$ cat src/design/pms_consts.svh
// Constants for the profile pin modulation select block.
// Assumes inclusion by bare name from the design directory.
`ifndef PMS_CONSTS_SVH
`define PMS_CONSTS_SVH
`define PMS_ADDR_GLOBAL 4'h0
`define PMS_ADDR_CH0 4'h1
`define PMS_ADDR_CH1 4'h2
`define PMS_ADDR_STATUS 4'h3
`define PMS_LVL_LSB 0
`define PMS_RAMP_LSB 2
`define PMS_PPC_LSB 4
`define PMS_PTS_LSB 0
`define PMS_SWEEP_BIT 2
`define PMS_GLOBAL_RST 8'h00
`define PMS_CH_RST 8'h00
`define PMS_WORD_ADDR_BASE 8'h0a
`endif

$ cat src/design/pms_pkg.sv
// Types for the profile pin modulation select block.
// Assumes pms_consts.svh holds offsets and field positions.
package pms_pkg;
  typedef enum logic [1:0] {
    PMS_LVL_2 = 2'b00,
    PMS_LVL_4 = 2'b01,
    PMS_LVL_8 = 2'b10,
    PMS_LVL_16 = 2'b11
  } pms_level_t;
  typedef enum logic [1:0] {
    PMS_RAMP_OFF = 2'b00,
    PMS_RAMP_P23 = 2'b01,
    PMS_RAMP_P3 = 2'b10,
    PMS_RAMP_SER = 2'b11
  } pms_ramp_t;
  typedef enum logic [1:0] {
    PMS_PT_NONE = 2'b00,
    PMS_PT_AMP = 2'b01,
    PMS_PT_FREQ = 2'b10,
    PMS_PT_PHASE = 2'b11
  } pms_ptype_t;
endpackage : pms_pkg

$ cat src/design/pms_select.sv
// Profile pin modulation select: maps select pins and serial lines to
// channel word indices, sweep triggers and amplitude ramp requests.
// Assumes pins are synchronous to core_clk and kept stable by the controller.
`timescale 1ns/1ps
`include "pms_consts.svh"
// Function
// RULE_01: Eight-level without ramp needs level 10, nonzero type, no ramp or sweep.
// RULE_02: With eight or sixteen levels, the unused channel type must be 00.
// RULE_03: Eight-level: pins 0-2 pick word; X10 channel 0, X11 channel 1.
// RULE_04: Sixteen-level: pins 0-3 pick word; X10 channel 0, X11 channel 1.
// RULE_05: Ramp use 01: two-level, pins 0/1 modulate, pins 2/3 ramp.
// RULE_06: Ramp use 10: eight-level on assigned channel, pin 3 ramps it.
// RULE_07: Ramp use 11: serial lines ramp, levels 2/4/16, single-line serial.
// RULE_08: Two-level serial ramping: pin 2 channel 0, pin 3 channel 1.
// RULE_09: Serial line 1 triggers, line 2 picks channel, line 3 direction.
// RULE_10: Four-level serial ramping: pins 0-1 channel 0, pins 2-3 channel 1.
// RULE_11: Sixteen-level serial ramping: line 1 ramps the assigned channel.
// RULE_12: Pin 0 is the most significant bit of the select value.
// RULE_13: Sweep start is the dedicated word, end is channel word 1.
// RULE_14: End words are MSB aligned; low unused bits are ignored.
// RULE_15: In sweep, pin 2 drives channel 0, pin 3 drives channel 1.
// RULE_16: Sweep requires sweep enable 1 and modulation level 00.
// RULE_17: Sweep type: 01 amplitude, 10 frequency, 11 phase, 00 undefined.
// RULE_18: Amplitude ramps come from unused select pins or serial lines.
// RULE_19: Word 0 is the dedicated register, words 1-15 at 0x0a-0x18.
// RULE_20: Pin ramping: low requests ramp-up, high requests ramp-down.
module pms_select #(
  parameter int WORD_W = 4
) (
  input wire logic core_clk,
  input wire logic reset,
  input wire logic [3:0] reg_addr,
  input wire logic [7:0] reg_wdata,
  input wire logic reg_wr,
  input wire logic reg_rd,
  output logic [7:0] reg_rdata,
  input wire logic select_pin_0,
  input wire logic select_pin_1,
  input wire logic select_pin_2,
  input wire logic select_pin_3,
  input wire logic [2:0] serial_line,
  output logic [WORD_W-1:0] ch0_word_reg,
  output logic [WORD_W-1:0] ch1_word_reg,
  output logic [7:0] ch0_word_addr_reg,
  output logic [7:0] ch1_word_addr_reg,
  output logic [1:0] ch0_sweep_type_reg,
  output logic [1:0] ch1_sweep_type_reg,
  output logic ch0_sweep_up_reg,
  output logic ch1_sweep_up_reg,
  output logic ch0_ramp_trig_reg,
  output logic ch1_ramp_trig_reg,
  output logic ch0_ramp_down_reg,
  output logic ch1_ramp_down_reg,
  output logic serial_single_line_reg
);

  logic [7:0] global_function_reg;
  logic [7:0] ch0_function_reg;
  logic [7:0] ch1_function_reg;
  pms_pkg::pms_level_t level;
  pms_pkg::pms_ramp_t ramp_use;
  logic [2:0] pin_assignment_config;
  logic [1:0] pt0;
  logic [1:0] pt1;
  logic sw0;
  logic sw1;
  logic [3:0] pins;
  logic to_ch1;
  logic [3:0] w0_next;
  logic [3:0] w1_next;
  logic rt0_next;
  logic rt1_next;
  logic rd0_next;
  logic rd1_next;

  // Word address of a channel word; word 0 maps to no profile register
  function automatic logic [7:0] word_addr(input logic [3:0] w);
    word_addr = (w == 4'h0) ? 8'h00 : (`PMS_WORD_ADDR_BASE + {4'h0, w} - 8'h01); // RULE_19
  endfunction : word_addr

  assign level = pms_pkg::pms_level_t'(global_function_reg[`PMS_LVL_LSB +: 2]);
  assign ramp_use = pms_pkg::pms_ramp_t'(global_function_reg[`PMS_RAMP_LSB +: 2]);
  assign pin_assignment_config = global_function_reg[`PMS_PPC_LSB +: 3];
  assign pt0 = ch0_function_reg[`PMS_PTS_LSB +: 2];
  assign pt1 = ch1_function_reg[`PMS_PTS_LSB +: 2];
  assign sw0 = ch0_function_reg[`PMS_SWEEP_BIT];
  assign sw1 = ch1_function_reg[`PMS_SWEEP_BIT];
  // Pin 0 is the high bit of the select value
  assign pins = {select_pin_0, select_pin_1, select_pin_2, select_pin_3}; // RULE_12
  // Only the lowest assignment bit matters for single-channel modes
  assign to_ch1 = pin_assignment_config[0];

  always_ff @(posedge core_clk)
  begin
    if (reset)
    begin
      global_function_reg <= `PMS_GLOBAL_RST;
      ch0_function_reg <= `PMS_CH_RST;
      ch1_function_reg <= `PMS_CH_RST;
    end
    else if (reg_wr)
    begin
      case (reg_addr)
        `PMS_ADDR_GLOBAL: global_function_reg <= reg_wdata;
        `PMS_ADDR_CH0: ch0_function_reg <= reg_wdata;
        `PMS_ADDR_CH1: ch1_function_reg <= reg_wdata;
        default: ;
      endcase
    end
  end

  always_ff @(posedge core_clk)
  begin
    if (reset)
      reg_rdata <= 8'h00;
    else if (reg_rd)
    begin
      case (reg_addr)
        `PMS_ADDR_GLOBAL: reg_rdata <= global_function_reg;
        `PMS_ADDR_CH0: reg_rdata <= ch0_function_reg;
        `PMS_ADDR_CH1: reg_rdata <= ch1_function_reg;
        `PMS_ADDR_STATUS: reg_rdata <= {ch1_word_reg[3:0], ch0_word_reg[3:0]};
        default: reg_rdata <= 8'h00;
      endcase
    end
    else
      reg_rdata <= 8'h00;
  end

  // Word selection; controller keeps the mode combination legal
  always_comb
  begin
    w0_next = 4'h0;
    w1_next = 4'h0;
    rt0_next = 1'b0;
    rt1_next = 1'b0;
    rd0_next = 1'b0;
    rd1_next = 1'b0;
    case (level)
      pms_pkg::PMS_LVL_2:
      begin
        if (ramp_use == pms_pkg::PMS_RAMP_P23)
        begin
          w0_next = {3'h0, pins[3]}; // RULE_05
          w1_next = {3'h0, pins[2]}; // RULE_05
          rt0_next = 1'b1; // RULE_18
          rd0_next = pins[1]; // RULE_20
          rt1_next = 1'b1;
          rd1_next = pins[0]; // RULE_20
        end
        else
        begin
          // Sweep shares this mapping: pin 2 for channel 0, pin 3 for channel 1
          w0_next = {3'h0, pins[1]}; // RULE_08 RULE_15
          w1_next = {3'h0, pins[0]}; // RULE_08 RULE_15
          if (ramp_use == pms_pkg::PMS_RAMP_SER && serial_line[0]) // RULE_09
          begin
            rt0_next = ~serial_line[1]; // RULE_09
            rt1_next = serial_line[1];
            rd0_next = serial_line[2];
            rd1_next = serial_line[2];
          end
        end
      end
      pms_pkg::PMS_LVL_4:
      begin
        w0_next = {2'h0, pins[3:2]}; // RULE_10
        w1_next = {2'h0, pins[1:0]}; // RULE_10
        if (ramp_use == pms_pkg::PMS_RAMP_SER)
        begin
          rt0_next = serial_line[0]; // RULE_10
          rt1_next = serial_line[1]; // RULE_10
        end
      end
      pms_pkg::PMS_LVL_8:
      begin
        // Pin 3 is ignored for word choice
        if (to_ch1)
          w1_next = {1'b0, pins[3:1]}; // RULE_03
        else
          w0_next = {1'b0, pins[3:1]}; // RULE_03
        if (ramp_use == pms_pkg::PMS_RAMP_P3)
        begin
          rt0_next = ~to_ch1; // RULE_06
          rt1_next = to_ch1; // RULE_06
          rd0_next = pins[0] & ~to_ch1; // RULE_20
          rd1_next = pins[0] & to_ch1;
        end
      end
      pms_pkg::PMS_LVL_16:
      begin
        if (to_ch1)
          w1_next = pins; // RULE_04
        else
          w0_next = pins; // RULE_04
        if (ramp_use == pms_pkg::PMS_RAMP_SER)
        begin
          rt0_next = serial_line[0] & ~to_ch1; // RULE_11
          rt1_next = serial_line[0] & to_ch1; // RULE_11
        end
      end
      default: ;
    endcase
  end

  always_ff @(posedge core_clk)
  begin
    if (reset)
    begin
      ch0_word_reg <= '0;
      ch1_word_reg <= '0;
      ch0_word_addr_reg <= 8'h00;
      ch1_word_addr_reg <= 8'h00;
    end
    else
    begin
      ch0_word_reg <= WORD_W'(w0_next);
      ch1_word_reg <= WORD_W'(w1_next);
      ch0_word_addr_reg <= word_addr(w0_next); // RULE_19
      ch1_word_addr_reg <= word_addr(w1_next); // RULE_19
    end
  end

  // Sweep: end word fixed at word 1; start is word 0 (dedicated)
  always_ff @(posedge core_clk)
  begin
    if (reset)
    begin
      ch0_sweep_type_reg <= 2'h0;
      ch1_sweep_type_reg <= 2'h0;
      ch0_sweep_up_reg <= 1'b0;
      ch1_sweep_up_reg <= 1'b0;
    end
    else
    begin
      ch0_sweep_type_reg <= (sw0 && level == pms_pkg::PMS_LVL_2) ? pt0 : 2'h0; // RULE_16 RULE_17
      ch1_sweep_type_reg <= (sw1 && level == pms_pkg::PMS_LVL_2) ? pt1 : 2'h0; // RULE_16 RULE_17
      ch0_sweep_up_reg <= sw0 && select_pin_2; // RULE_13 RULE_15
      ch1_sweep_up_reg <= sw1 && select_pin_3; // RULE_13 RULE_15
    end
  end

  always_ff @(posedge core_clk)
  begin
    if (reset)
    begin
      ch0_ramp_trig_reg <= 1'b0;
      ch1_ramp_trig_reg <= 1'b0;
      ch0_ramp_down_reg <= 1'b0;
      ch1_ramp_down_reg <= 1'b0;
      serial_single_line_reg <= 1'b0;
    end
    else
    begin
      ch0_ramp_trig_reg <= rt0_next;
      ch1_ramp_trig_reg <= rt1_next;
      ch0_ramp_down_reg <= rd0_next;
      ch1_ramp_down_reg <= rd1_next;
      // Serial lines are taken for ramping, so the port must stay one-bit
      serial_single_line_reg <= (ramp_use == pms_pkg::PMS_RAMP_SER); // RULE_07
    end
  end

  AST_WORD16_CH0: assert property (@(posedge core_clk) disable iff (reset) // RULE_04
    (level == pms_pkg::PMS_LVL_16 && !to_ch1 && !reg_wr) |=> ch0_word_reg == WORD_W'($past(pins)))
    else $error("sixteen-level word wrong on channel 0");
  AST_WORD8_CH1: assert property (@(posedge core_clk) disable iff (reset) // RULE_03
    (level == pms_pkg::PMS_LVL_8 && to_ch1) |=> ch1_word_reg == WORD_W'({1'b0, $past(pins[3:1])}))
    else $error("eight-level word wrong on channel 1");
  AST_MSB_ORDER: assert property (@(posedge core_clk) disable iff (reset) // RULE_12
    (level == pms_pkg::PMS_LVL_16 && !to_ch1 && pins == 4'b1110)
      |=> ch0_word_reg == WORD_W'(4'he))
    else $error("pin order not msb first");
  AST_TWO_LVL: assert property (@(posedge core_clk) disable iff (reset) // RULE_08
    (level == pms_pkg::PMS_LVL_2 && ramp_use != pms_pkg::PMS_RAMP_P23)
      |=> ch0_word_reg == WORD_W'({3'h0, $past(select_pin_2)}))
    else $error("two-level channel 0 pin wrong");
  AST_FOUR_LVL: assert property (@(posedge core_clk) disable iff (reset) // RULE_10
    (level == pms_pkg::PMS_LVL_4) |=> ch1_word_reg == WORD_W'({2'h0, $past(pins[1:0])}))
    else $error("four-level channel 1 word wrong");
  AST_SER_RAMP: assert property (@(posedge core_clk) disable iff (reset) // RULE_09
    (level == pms_pkg::PMS_LVL_2 && ramp_use == pms_pkg::PMS_RAMP_SER && serial_line == 3'b111)
      |=> ch1_ramp_trig_reg && ch1_ramp_down_reg && !ch0_ramp_trig_reg)
    else $error("serial ramp decode wrong");
  AST_PIN_RAMP: assert property (@(posedge core_clk) disable iff (reset) // RULE_20
    (level == pms_pkg::PMS_LVL_8 && ramp_use == pms_pkg::PMS_RAMP_P3 && !to_ch1)
      |=> ch0_ramp_trig_reg && ch0_ramp_down_reg == $past(select_pin_3))
    else $error("pin ramp direction wrong");
  AST_SWEEP: assert property (@(posedge core_clk) disable iff (reset) // RULE_15
    (sw1 && !reg_wr) |=> ch1_sweep_up_reg == $past(select_pin_3))
    else $error("sweep direction wrong on channel 1");
  AST_ADDR: assert property (@(posedge core_clk) disable iff (reset) // RULE_19
    (ch0_word_reg == WORD_W'(4'hf)) |-> ch0_word_addr_reg == 8'h18)
    else $error("word address map wrong");
  AST_SINGLE: assert property (@(posedge core_clk) disable iff (reset) // RULE_07
    (ramp_use == pms_pkg::PMS_RAMP_SER) |=> serial_single_line_reg)
    else $error("single-line flag missing");
  AST_P23_WORD: assert property (@(posedge core_clk) disable iff (reset) // RULE_05
    (level == pms_pkg::PMS_LVL_2 && ramp_use == pms_pkg::PMS_RAMP_P23)
      |=> ch0_word_reg == WORD_W'({3'h0, $past(select_pin_0)})
      && ch1_word_reg == WORD_W'({3'h0, $past(select_pin_1)}))
    else $error("two-level pin ramp word wrong");
  AST_P23_DIR: assert property (@(posedge core_clk) disable iff (reset) // RULE_20
    (level == pms_pkg::PMS_LVL_2 && ramp_use == pms_pkg::PMS_RAMP_P23)
      |=> ch0_ramp_trig_reg && ch1_ramp_trig_reg
      && ch0_ramp_down_reg == $past(select_pin_2)
      && ch1_ramp_down_reg == $past(select_pin_3))
    else $error("pin ramp pair direction wrong");
  AST_WORD8_CH0: assert property (@(posedge core_clk) disable iff (reset) // RULE_03
    (level == pms_pkg::PMS_LVL_8 && !to_ch1)
      |=> ch0_word_reg == WORD_W'({1'b0, $past(pins[3:1])}))
    else $error("eight-level word wrong on channel 0");
  AST_P3_CH1: assert property (@(posedge core_clk) disable iff (reset) // RULE_06
    (level == pms_pkg::PMS_LVL_8 && ramp_use == pms_pkg::PMS_RAMP_P3 && to_ch1)
      |=> ch1_ramp_trig_reg && !ch0_ramp_trig_reg && ch1_ramp_down_reg == $past(select_pin_3))
    else $error("pin ramp on channel 1 wrong");
  AST_SER4: assert property (@(posedge core_clk) disable iff (reset) // RULE_10
    (level == pms_pkg::PMS_LVL_4 && ramp_use == pms_pkg::PMS_RAMP_SER)
      |=> ch0_ramp_trig_reg == $past(serial_line[0])
      && ch1_ramp_trig_reg == $past(serial_line[1]))
    else $error("four-level serial ramp wrong");
  AST_SER16: assert property (@(posedge core_clk) disable iff (reset) // RULE_11
    (level == pms_pkg::PMS_LVL_16 && ramp_use == pms_pkg::PMS_RAMP_SER && to_ch1)
      |=> ch1_ramp_trig_reg == $past(serial_line[0]) && !ch0_ramp_trig_reg)
    else $error("sixteen-level serial ramp wrong");
  AST_SER_IDLE: assert property (@(posedge core_clk) disable iff (reset) // RULE_09
    (level == pms_pkg::PMS_LVL_2 && ramp_use == pms_pkg::PMS_RAMP_SER && !serial_line[0])
      |=> !ch0_ramp_trig_reg && !ch1_ramp_trig_reg)
    else $error("serial ramp without trigger");
  AST_SWEEP_TYPE: assert property (@(posedge core_clk) disable iff (reset) // RULE_17
    (sw0 && level == pms_pkg::PMS_LVL_2) |=> ch0_sweep_type_reg == $past(pt0))
    else $error("sweep type wrong on channel 0");
  AST_NO_SWEEP: assert property (@(posedge core_clk) disable iff (reset) // RULE_16
    (!sw0 || level != pms_pkg::PMS_LVL_2) |=> ch0_sweep_type_reg == 2'h0)
    else $error("sweep type without sweep setup");
  AST_SWEEP0: assert property (@(posedge core_clk) disable iff (reset) // RULE_15
    sw0 |=> ch0_sweep_up_reg == $past(select_pin_2))
    else $error("sweep direction wrong on channel 0");
  AST_END_WORD: assert property (@(posedge core_clk) disable iff (reset) // RULE_13
    (ch0_word_reg == WORD_W'(4'h1)) |-> ch0_word_addr_reg == `PMS_WORD_ADDR_BASE)
    else $error("sweep end word address wrong");
  AST_START_WORD: assert property (@(posedge core_clk) disable iff (reset) // RULE_13
    (ch0_word_reg == WORD_W'(4'h0)) |-> ch0_word_addr_reg == 8'h00)
    else $error("dedicated word address wrong");
  COV_16: cover property (@(posedge core_clk) level == pms_pkg::PMS_LVL_16 && to_ch1);
  COV_8R: cover property (@(posedge core_clk) ramp_use == pms_pkg::PMS_RAMP_P3 && select_pin_3);
  COV_SER: cover property (@(posedge core_clk)
    ch0_ramp_trig_reg && ramp_use == pms_pkg::PMS_RAMP_SER);
  COV_4S: cover property (@(posedge core_clk)
    level == pms_pkg::PMS_LVL_4 && ramp_use == pms_pkg::PMS_RAMP_SER);
  COV_SW: cover property (@(posedge core_clk) ch0_sweep_up_reg ##1 !ch0_sweep_up_reg);

endmodule : pms_select

$ cat config.mk
export PLATFORM = sky130hd
export DESIGN_NAME = pms_select
export DESIGN_NICKNAME = d
export VERILOG_FILES = /design/src/design/pms_pkg.sv /design/src/design/pms_select.sv
export VERILOG_INCLUDE_DIRS = /design/src /design/src/design
export SDC_FILE = /design/constraint.sdc
export NUM_CORES = 1
export LEC_CHECK = 0
export BUFFER_PORTS_ARGS = -buffer_cell sky130_fd_sc_hd__buf_4
export CORE_ASPECT_RATIO = 0.9
export CORE_UTILIZATION = 53
export DETAILED_ROUTE_END_ITERATION = 7
export PLACE_DENSITY = 0.83
export SLEW_MARGIN = 20
export SYNTH_ARGS = -nofsm -noshare
export SYNTH_HDL_FRONTEND = slang
export SYNTH_SLANG_ARGS = --single-unit
$ cat constraint.sdc
create_clock -name core_clk -period 2.15 [get_ports core_clk]
set_input_delay 0.3225 -clock core_clk [delete_from_list [all_inputs] [get_ports core_clk]]
set_output_delay 0.3225 -clock core_clk [all_outputs]
set_load 0.01 [all_outputs]
==> results of run 1 <==
-- per-layer routing --
layer / global-route usage (%) / wire length (µm)
met5: 0 / 0
met4: 12.8 / 143
met3: 7.37 / 491
met2: 37.8 / 2960
met1: 34.9 / 2850
-- cell type report --
cell class                      instances  share of cell area [%]
Sequential cell                        61                    36.4
Tap cell                               65                    2.42
Inverter                                9                    1.01
Timing Repair Buffer                   70                    15.7
Clock buffer                           11                    3.91
Multi-Input combinational cell        207                    38.4
Clock inverter                          5                    2.24
-- cell usage in the layout (no fill, tap or decap), types with 3 or more instances in the layout --
cell type and instances:
nand3b_1 3, nand2b_1 4, nand3_1 20, conb_1 6, and3_1 5, inv_1 9
o21ai_0 5, clkinv_2 3, nand2_1 35, buf_4 70, a22oi_1 7, a21oi_1 33
mux2_2 9, clkbuf_8 9, ha_1 4, nor2_1 24, mux2i_1 11, dfxtp_1 61
nor3_1 6
-- kinds of logic after synthesis --
family / after synthesis / synth area share [%]
fa+ha+maj: 4 / 1.87
other cells: 1 / 0.140
buf+inv: 34 / 6.88
compound gates: 57 / 13.0
mux: 20 / 7.90
xor+xnor: 2 / 0.655
flops: 61 / 45.7
simple gates: 118 / 23.9
-- critical path, cell delays in order, from the launching register on --
cell and delay (ns):
dfxtp_1 0.62, buf_4 0.23, nor2_2 0.07, a21oi_1 0.23
inv_1 0.11, ha_1 0.20, o21ai_0 0.07, nand2b_1 0.13
nor3_1 0.18
-- through the flow --
| stage | area [µm²] | instances | power (mW) |
|---|---|---|---|
| 5_1_grt | 3360 | 428 | 2.50 |
| 4_1_cts | 3360 | 428 | 2.43 |
| 2_1_floorplan | 2690 | 302 | 1.28 |
| 3_3_place_gp | 3150 | 412 | 1.36 |
| 6_report | 3360 | 428 | 2.42 |
| 3_5_place_dp | 3150 | 412 | 1.36 |
-- path summary, 6_finish.rpt --
kind / start / end / cells past startpoint / slack [ns]
setup / recovery: global_function_reg[1]$_SDFFE_PP0P_ / ch1_word_addr_reg[3]$_SDFF_PP0_ / 8 / 0.23
hold / removal: reg_wdata[7] / global_function_reg[7]$_SDFFE_PP0P_ / 3 / 0.24
setup reg to reg: global_function_reg[1]$_SDFFE_PP0P_ / ch1_word_addr_reg[3]$_SDFF_PP0_ / 8 / 0.23
hold reg to reg: ch1_function_reg[5]$_SDFFE_PP0P_ / ch1_function_reg[5]$_SDFFE_PP0P_ / 2 / 0.45
-- where the power goes --
| part | switching [mW] | leakage, nW | internal [mW] |
|---|---|---|---|
| registers | 0.00884 | 0.493 | 1.15 |
| logic | 0.108 | 0.850 | 0.0764 |
| clock network | 0.437 | 0.107 | 0.647 |
| total | 0.554 | 1.45 | 1.87 |
==> results list, run 1 <==
- Post-synthesis cell count: 297
- The cell sitting at the root of the clock tree is a clkbuf_8.
* Arrival @ worst endpoint: 2.18 ns
- The first global-routing pass estimated 10.6 mm of wire.
- At the end of the flow, the number of nets in the layout was 385.
- In the synthesized netlist the dominant register cell turns out to be dfxtp_1.
- The final hold violation count came to 0.
- Post-synthesis cell type count: 46
- No sink is reached through more buffers than the 2 on the longest clock path.
- Leakage power total: 1.45 nW
- The number of pins with negative max-slew slack in the final report came to 0.
- WHS: 0.237 ns
- ANT cells: 0
- DRC violation count after routing: 1
* Synthesis-stage register bit count: 61
* Highest clock frequency the design can meet: 521 MHz
- Total negative setup slack: 0 ns
* Worst vdd rail ir drop: 0.440 mV
* Most frequent cells after synthesis: dfxtp_1 (61), nand2_1 (35), a21oi_1 (33), nor2_1 (24), nand3_1 (20)
- Post-CTS setup buffer count: 0
- Post-CTS repair changed the size of 0 cells.
- Before CTS, the worst setup slack after placement is 0.236 ns.
* Critical path data required time: 2.41 ns
- Setup violation total in the final timing report: 0
- The critical path is of the register to register type.
- Top-count cell post-synth: dfxtp_1
* PD cells: 722 nW/µm²
- Of the synthesized area, sequential elements account for 45.7%.
* Antenna violations before repair: 0
- Top post-synthesis cells by area: dfxtp_1 (46%), a21oi_1 (6.2%), nand2_1 (4.9%)
* Starting Density: 55.3%
- Registers take 1220 µm².
- Worst setup EP type: register
- Of all flip-flops after synthesis, the portion carrying an async set or reset was 0%.
* Status: finished with violations
* Die height: 69.4 µm
- Using the TritonRoute via totals, the vias-per-cell ratio works out to 5.59.
- The tightest min-delay check is of the input port to register type.
- The synthesized netlist occupies a cell area of 2680 µm².
* Maximum number of pins on one net before global-route repair: 45
- Layout-stage area growth over the synthesis result: 25.5%
- The synthesized design devotes to its leading area cell type 45.7% of total area.
- The H-tree was split into 3 levels.
* Kind of launch point of the worst setup path: register
* Final cell utilization of the core: 69.4%
- Cts-stage hold buffer count: 0
* Detailed-routing iteration count for the pre-antenna-repair pass: 6
- TritonCTS built the clock tree.
- The Yosys step of the flow raised 0 warnings.
- Mean routed wirelength per cell: 15.1 µm
* Die boundary width: 76.9 µm
* RSZ-0062 raised after global routing: false
- Share of cells above drive strength 1: 28.1%
* Total global-route track usage: 25.9%
- After detailed routing, the total wire length is 6.45 mm.
- At the later pin of the worst-skew pair, clock insertion delay measures 0.34 ns.
* Clock buffers created by TritonCTS: 9
- Detail Placement HPWL: 4.37 mm
* Remaining number of nets flagged by the antenna check after routing: 0
* Highest fanout seen on the critical path: 16
- I/O Pins: 66
- Worst setup slack after layout: 0.232 ns
* Area taken by multi-input logic gates: 1290 µm²
- Max-cap violations in this run came to 0.
- Each instance of the synthesized netlist takes up on average 9.01 µm².
- Counting the fill cells in the layout gives 365.
- Clk_skew: 0.00680 ns
- In this run the tool buffered the top-level ports with 59 buffer cells.
- The routed design could run at a clock period as short as 1.92 ns.
- Number of flops mapped to enable cells by yosys: 0
- Clock-pin slew was measured on the worst setup and hold paths at 0.07 ns.
- The via count of the first global-routing pass was 2151.
- Violations in the final reports: DRC
* Initial drt markers: 234
- Counting every sink on the clock net gives 61.
- Weighted congestion at the end of routability-driven global placement: 0.860
- Std-Cell Core Area: 4830 µm²
- After floorplanning, the core was divided into 24 placement rows.
* Die Area: 5340 µm²
- Period utilisation layout: 89.2%
- Most area-hungry cell type in the Yosys netlist: dfxtp_1
- The detailed router placed 2391 vias in this run.
- Summed over all layers, the global routing overflow is 0.
Power figures use the tool's default switching activity.
==> run 2, diff against run 1 <==
Settings changed: CORE_MARGIN from default to 2, CTS_BUF_LIST from default to sky130_fd_sc_hd__clkbuf_8 sky130_fd_sc_hd__clkbuf_16.
==> results list, run 2 (synthesis results as in run 1) <==
- Period utilisation layout: 90.4% (was 89.2%)
- Max-capacitance violation count: 0 (unchanged)
- Critical path data required time: 2.38 ns (was 2.41 ns)
- The post-placement cell count was 412 (unchanged).
- The clock-pin slew reported for the worst setup and hold paths after clock tree synthesis was 0.07 ns (about the same).
- Leakage power total: 1.44 nW (was 1.45 nW)
* Worst vdd rail ir drop: 0.329 mV (was 0.440 mV)
* Detailed-routing iteration count for the pre-antenna-repair pass: 5 (was 6)
- PD cells: 658 nW/µm² (was 722 nW/µm²)
- Highest fanout seen on the critical path: 3 (was 16)
- The antenna violation net count after detailed routing was 0 (unchanged).
- Std-Cell Core Area: 4860 µm² (was 4830 µm²)
- Initial drt markers: 271 (was 234)
- Number of standard cells in the final layout excluding fillers: 428 (unchanged)
- The via count of the first global-routing pass came to 2172 (was 2151).
* CTS root buf: clkbuf_8 (unchanged)
* Worst min path class: input port to register (unchanged)
* Total of buffers placed on input and output ports: 59 (unchanged)
* Die boundary width: 78.9 µm (was 76.9 µm)
- Total negative setup slack: 0 ns (unchanged)
- The sink count of the clock tree came to 61 (unchanged).
* Post-cts gate resize count: 0 (unchanged)
- The maximum number of pins on one net before global-route repair is 27 (was 45).
- The fmax came to 515 MHz (was 521 MHz).
- The worst setup path category is register to register (unchanged).
- Setup violation total in the final timing report: 0 (unchanged)
* Count of standard-cell rows: 24 (unchanged)
- Largest delay contributor family on the critical path: multiplexers (was flip-flops)
* Starting Density: 55.0% (was 55.3%)
* Final-stage net count: 385 (unchanged)
* Total global-route track usage: 24.1% (was 25.9%)
* Buffering stage count on the worst path with inverters included: 1 (was 2)
* Setup slack, reg-to-reg: 0.21 ns (was 0.23 ns)
* ANT cells: 0 (unchanged)
- Highest-count cells in the layout ignoring fill and taps: buf_4 (70), dfxtp_1 (61), nand2_1 (35) (unchanged).
- Slowest cell delay on critical path: 0.36 ns (was 0.62 ns)
* Antenna violations before repair: 0 (unchanged)
- Arrival @ worst endpoint: 2.17 ns (was 2.18 ns)
- Congestion Overflow GR: 0 (unchanged)
- The final hold violation count was 0 (unchanged).
- Clk_skew: 0.00850 ns (was 0.00680 ns)
- The post-layout instance area is 3310 µm² (was 3360 µm²).
- Layout-stage area growth over the synthesis result: 23.7% (was 25.5%)
- The post-CTS setup buffer count was 0 (unchanged).
* Weighted congestion at the end of routability-driven global placement: 0.910 (was 0.860)
* Cell area after placement: 3150 µm² (unchanged)
* Die height: 71.4 µm (was 69.4 µm)
- RSZ-0062 raised after global routing: false (unchanged)
- The number of primary I/O pins is 66 (unchanged).
- WHS: 0.233 ns (was 0.237 ns)
- Clock buffers created by TritonCTS: 9 (unchanged)
* Kind of launch point of the worst setup path: register (unchanged)
- Final critical delay including setup and external delays: 1.94 ns (was 1.92 ns)
- Cells along the critical path: nor2b_1 > mux2_2 > a21oi_1 > inv_1 > ha_1 > xnor2_1 > nor2_1 (was buf_4 > nor2_2 > a21oi_1 > inv_1 > ha_1 > o21ai_0 > nand2b_1 > nor3_1)
- The latest clock arrival within the worst-skew pair is 0.35 ns (was 0.34 ns).
- Max stage delay cell, worst path: mux2_2 (was dfxtp_1)
- The number of H-tree levels was 3 (unchanged).
- Cts-stage hold buffer count: 0 (unchanged)
- Mean routed wirelength per cell: 15.2 µm (was 15.1 µm)
- Global-route wire length before repair: 10.4 mm (was 10.6 mm)
- The wire length after detailed routing was 6.51 mm (was 6.45 mm).
* Die Area: 5630 µm² (was 5340 µm²)
- Detail Placement HPWL: 4.44 mm (was 4.37 mm)
- Worst setup slack after layout: 0.207 ns (was 0.232 ns)
- The fraction of layout instances using a drive strength above 1 came to 28.4% (was 28.1%).
- Vias after detailed routing: 2425 (was 2391)
- The remaining design rule violation count came to 0 (was 1).
* Worst setup EP type: register (unchanged)
- The commonest non-fill, non-tap cell in the layout is buf_4 (unchanged).
- The post-place setup slack was 0.239 ns (was 0.236 ns).
- Final Max Tran Viols: 0 (unchanged)
- The number of vias per cell after detailed routing is 5.67 (was 5.59).
* Clock tree from TritonCTS: done (unchanged)
- The maximum buffer depth of the clock tree was 2 (unchanged).
- Status: finished, final reports clean (was finished with violations)
[run 2: changes by cell type in the layout (fill, tap and decap cells not counted)]
cell	change
inv_1	+1
clkinv_2	+3
bufinv_16	-2
clkbuf_1	-2
[run 2: report_power, final]
group | leakage, nW | internal [mW] | switching [mW]
Sequential | 0.493 | 1.15 | 0.00795
Clock | 0.0935 | 0.400 | 0.437
Combinational | 0.850 | 0.0765 | 0.108
[run 2: area by class of cell]
type                       count  area, µm²
multi-input combinational    207       1290
inverter                       9       33.8
timing repair buffer          70        526
clock buffer                   9        124
sequential                    61       1220
clock inverter                 7       33.8
tap                           65       81.3
fill                         396       1560
[run 2: metrics by stage]
step	util (%)	total power, mW
5_1_grt	68.0	2.25
3_5_place_dp	64.8	1.36
3_3_place_gp	64.8	1.36
2_1_floorplan	-	1.28
6_report	68.0	2.18
4_1_cts	68.0	2.18
[run 2: worst paths after layout]
| path | startpoint | to | depth (start not counted) |
|---|---|---|---|
| max | global_function_reg[2]$_SDFFE_PP0P_ | ch0_word_addr_reg[2]$_SDFF_PP0_ | 7 |
| min | reg_wdata[5] | global_function_reg[5]$_SDFFE_PP0P_ | 3 |
| max reg2reg | global_function_reg[2]$_SDFFE_PP0P_ | ch0_word_addr_reg[2]$_SDFF_PP0_ | 7 |
| min reg2reg | global_function_reg[5]$_SDFFE_PP0P_ | reg_rdata[5]$_SDFF_PP0_ | 2 |
[run 2: routing by layer]
layer  global-route usage, %  wire length (µm)
met1                    30.4              2650
met2                    38.1              2970
met3                    7.43               669
met4                    11.7               229
met5                       0                 0
[run 2: worst register-to-register path: stages (launching register included)]
cell	delay, ns
dfxtp_1	0.32
nor2b_1	0.23
mux2_2	0.36
a21oi_1	0.33
inv_1	0.11
ha_1	0.24
xnor2_1	0.18
nor2_1	0.06
==> run 3, diff against run 2 <==
Settings changed: ABC_AREA from default to 1, CORE_UTILIZATION 53 to 56, PLACE_DENSITY 0.83 to 0.88.
Clock period 2.15 ns to 2.4 ns, I/O delays scaled along.
==> results list, run 3 <==
- Mean routed wirelength per cell: 14.1 µm (was 15.2 µm)
* Average cell area after synthesis: 7.67 µm² (was 9.01 µm²)
- Area taken by multi-input logic gates: 1090 µm² (was 1290 µm²)
- The initial core utilization is 58.3% (was 55.0%).
* Clock tree from TritonCTS: done (unchanged)
* Arrival @ worst endpoint: 2.13 ns (was 2.17 ns)
- The max capacitance violation total came to 0 (unchanged).
- Post-synthesis cell type count: 27 (was 46)
* Final critical delay including setup and external delays: 1.86 ns (was 1.94 ns)
- Final number of hold-violating endpoints: 0 (unchanged)
- The initial antenna violation count was 0 (unchanged).
- Vias in the first global route: 2223 (was 2172)
* I/O Pins: 66 (unchanged)
- The number of buffers added on ports was 59 (unchanged).
* Post-synthesis cell count: 339 (was 297)
- Worst vdd rail ir drop: 0.677 mV (was 0.329 mV)
- Fraction of registers with async set or reset after synthesis: 0% (unchanged)
- The clock-pin slew reported for the worst setup and hold paths after clock tree synthesis was 0.07 ns (about the same).
* Share of cells above drive strength 1: 25.9% (was 28.4%)
* Final-stage net count: 428 (was 385)
* Total negative setup slack: 0 ns (unchanged)
- The instance area after placement was 3060 µm² (was 3150 µm²).
- Count of fill cells added during filler insertion: 352 (was 396)
* Die boundary width: 75.8 µm (was 78.9 µm)
- Highest-count cells in the layout ignoring fill and taps: dfxtp_1 (61), buf_4 (61), inv_1 (47) (was buf_4 (70), dfxtp_1 (61), nand2_1 (35)).
- Setup slack, reg-to-reg: 0.54 ns (was 0.21 ns)
* Drt total wl: 6.58 mm (was 6.51 mm)
- Yosys warning count: 0 (unchanged)
- The worst pin sits at a relative slew slack of 59.7%.
* Critical path data required time: 2.67 ns (was 2.38 ns)
- Most area-hungry cell type in the Yosys netlist: dfxtp_1 (unchanged)
- The global-route wire length before repair is 10.8 mm (was 10.4 mm).
* Sequential cell area fraction in the yosys report: 46.9% (was 45.7%)
- Final cell utilization of the core: 74.2% (was 68.0%)
- Type of the worst setup path: register to register (unchanged)
- Worst min path class: input port to register (unchanged)
* Post-synthesis cell area: 2600 µm² (was 2680 µm²)
- The number of vias in the routed layout is 2448 (was 2425).
* Cts-stage hold buffer count: 0 (unchanged)
* Congestion Overflow GR: 0 (unchanged)
- Die height: 68.7 µm (was 71.4 µm)
- Summed area of non-filler cells in the final layout: 3310 µm² (unchanged)
- The area of the core is 4460 µm² (was 4860 µm²).
* Synthesis-stage register bit count: 61 (unchanged)
- Status: finished, final reports clean (unchanged)
- H-tree lvl count: 3 (unchanged)
* Clock buffers created by TritonCTS: 9 (unchanged)
* Clk_skew: 0.00872 ns (was 0.00850 ns)
- PD cells: 710 nW/µm² (was 658 nW/µm²)
- Slew at the pin with the worst max-slew slack: 0.603 ns
- The number of vias per cell after detailed routing is 5.24 (was 5.67).
* Highest fanout seen on the critical path: 10 (was 3)
- The number of rows created at floorplan came to 23 (was 24).
- Latest clock arrival within the worst-skew pair: 0.34 ns (was 0.35 ns)
* Leakage power total: 1.44 nW (about the same)
- Top post-synthesis cells by area: dfxtp_1 (47%), inv_1 (6.8%), a21oi_1 (6.7%) (was dfxtp_1 (46%), a21oi_1 (6.2%), nand2_1 (4.9%)).
* Detailed-routing iteration count for the pre-antenna-repair pass: 5 (unchanged)
- Kind of launch point of the worst setup path: register (unchanged)
- The most frequent cell after synthesis is dfxtp_1 (unchanged).
- The maximum number of pins on one net before global-route repair was 24 (was 27).
- Final Max Tran Viols: 0 (unchanged)
- Period utilisation layout: 77.5% (was 90.4%)
* Post-CTS setup buffer count: 0 (unchanged)
* Layout-stage area growth over the synthesis result: 27.2% (was 23.7%)
* Die Area: 5210 µm² (was 5630 µm²)
- The final RePlAce weighted congestion is 0.901 (was 0.910).
* RSZ-0062 raised after global routing: false (unchanged)
- The sink count of the clock tree came to 61 (unchanged).
- The fmax was 538 MHz (was 515 MHz).
- The combined flip-flop and latch cell area is 1220 µm² (unchanged).
* Number of instances on the worst hold path: 2 (was 3)
* WHS: 0.296 ns (was 0.233 ns)
- The beginning of the worst register-to-register path is global_function_reg[0]$_SDFFE_PP0P_ (was global_function_reg[2]$_SDFFE_PP0P_).
- The startpoint of the worst setup timing path is global_function_reg[0]$_SDFFE_PP0P_ (was global_function_reg[2]$_SDFFE_PP0P_).
* Area share of the leading cell type in the synthesized netlist: 46.9% (was 45.7%)
- Most frequent cells after synthesis: dfxtp_1 (61), inv_1 (47), nor2_1 (41), a21oi_1 (35), nand2_1 (33) (was dfxtp_1 (61), nand2_1 (35), a21oi_1 (33), nor2_1 (24), nand3_1 (20)).
- Worst setup EP type: register (unchanged)
- Prevailing post-synth register cell: dfxtp_1 (unchanged)
* Bufs on Longest Clock Path: 2 (unchanged)
* Initial drt markers: 239 (was 271)
- Remaining number of nets flagged by the antenna check after routing: 0 (unchanged)
- The cell depth of the worst flop-to-flop path is 9 (was 7).
- The final antenna diode count came to 0 (unchanged).
* CTS root buf: clkbuf_8 (unchanged)
* Total global-route track usage: 28.0% (was 24.1%)
- The number of flops mapped to enable cells by yosys came to 0 (unchanged).
- Detail Placement HPWL: 4.58 mm (was 4.44 mm)
- Post-cts gate resize count: 0 (unchanged)
* Min-Delay Startpoint: reset (was reg_wdata[5])
- DRC violation count after routing: 0 (unchanged)
- Setup violation total in the final timing report: 0 (unchanged)
==> run 3: cell count changes after synthesis, moves of 5 or more <==
| cell | change |
|---|---|
| o22ai_1 | +16 |
| and3_1 | -5 |
| nor2_1 | +17 |
| mux2i_1 | -11 |
| inv_1 | +38 |
| mux2_2 | -9 |
| a22oi_1 | -7 |
| inv_2 | +8 |
| nand2_2 | +5 |
| o21ai_0 | +24 |
==> run 3: cell families after synthesis <==
group	Yosys count	share of synthesized area [%]
simple gates	116	21.4
compound gates	85	17.8
buf+inv	72	11.8
flops	61	46.9
fa+ha+maj	4	1.92
other cells	1	0.144
==> run 3: layout make-up <==
type,count,share of cell area (%)
Sequential cell,61,36.9
Multi-Input combinational cell,211,33.0
Timing Repair Buffer,61,13.8
Inverter,57,6.47
Clock buffer,11,4.58
Clock inverter,4,2.87
Tap cell,62,2.34
==> run 3: final timing paths <==
| check | end |
|---|---|
| hold / removal | ch1_word_reg[3]$_SDFF_PP0_ |
| hold reg to reg | ch1_function_reg[6]$_SDFFE_PP0P_ |
| setup reg to reg | ch0_word_addr_reg[2]$_SDFF_PP0_ |
| setup / recovery | ch0_word_addr_reg[2]$_SDFF_PP0_ |
==> run 3: power by group <==
group	leakage, nW	internal (mW)	switching (mW)
Combinational	0.820	0.0685	0.107
Sequential	0.494	1.03	0.0111
Clock	0.125	0.739	0.390
Total	1.44	1.84	0.508
==> run 3: metrics by stage <==
stage	power, mW	cells	worst slack [ns]
after floorplan	1.17	344	0.837
after global placement	1.23	452	0.639
after detailed placement	1.24	452	0.587
after CTS	2.36	467	0.559
after global routing	2.43	467	0.364
final	2.35	467	0.540
==> run 3: layer usage <==
layer | vias to the layer above | wire length [µm] | track usage [%]
li1 | 1212 | - | -
met1 | 1100 | 2820 | 37.6
met2 | 117 | 3130 | 42.2
met3 | 19 | 516 | 9.59
met4 | 0 | 121 | 9.21
met5 | - | 0 | 0
==> run 3: worst max-delay path, stage by stage (launching register included) <==
cell and delay, ns:
dfxtp_1 0.60, inv_2 0.13, nor3_1 0.23, nor2_1 0.11
nand2_4 0.10, inv_2 0.04, ha_1 0.18, nand2_1 0.10
o21ai_2 0.11, nor3b_2 0.18
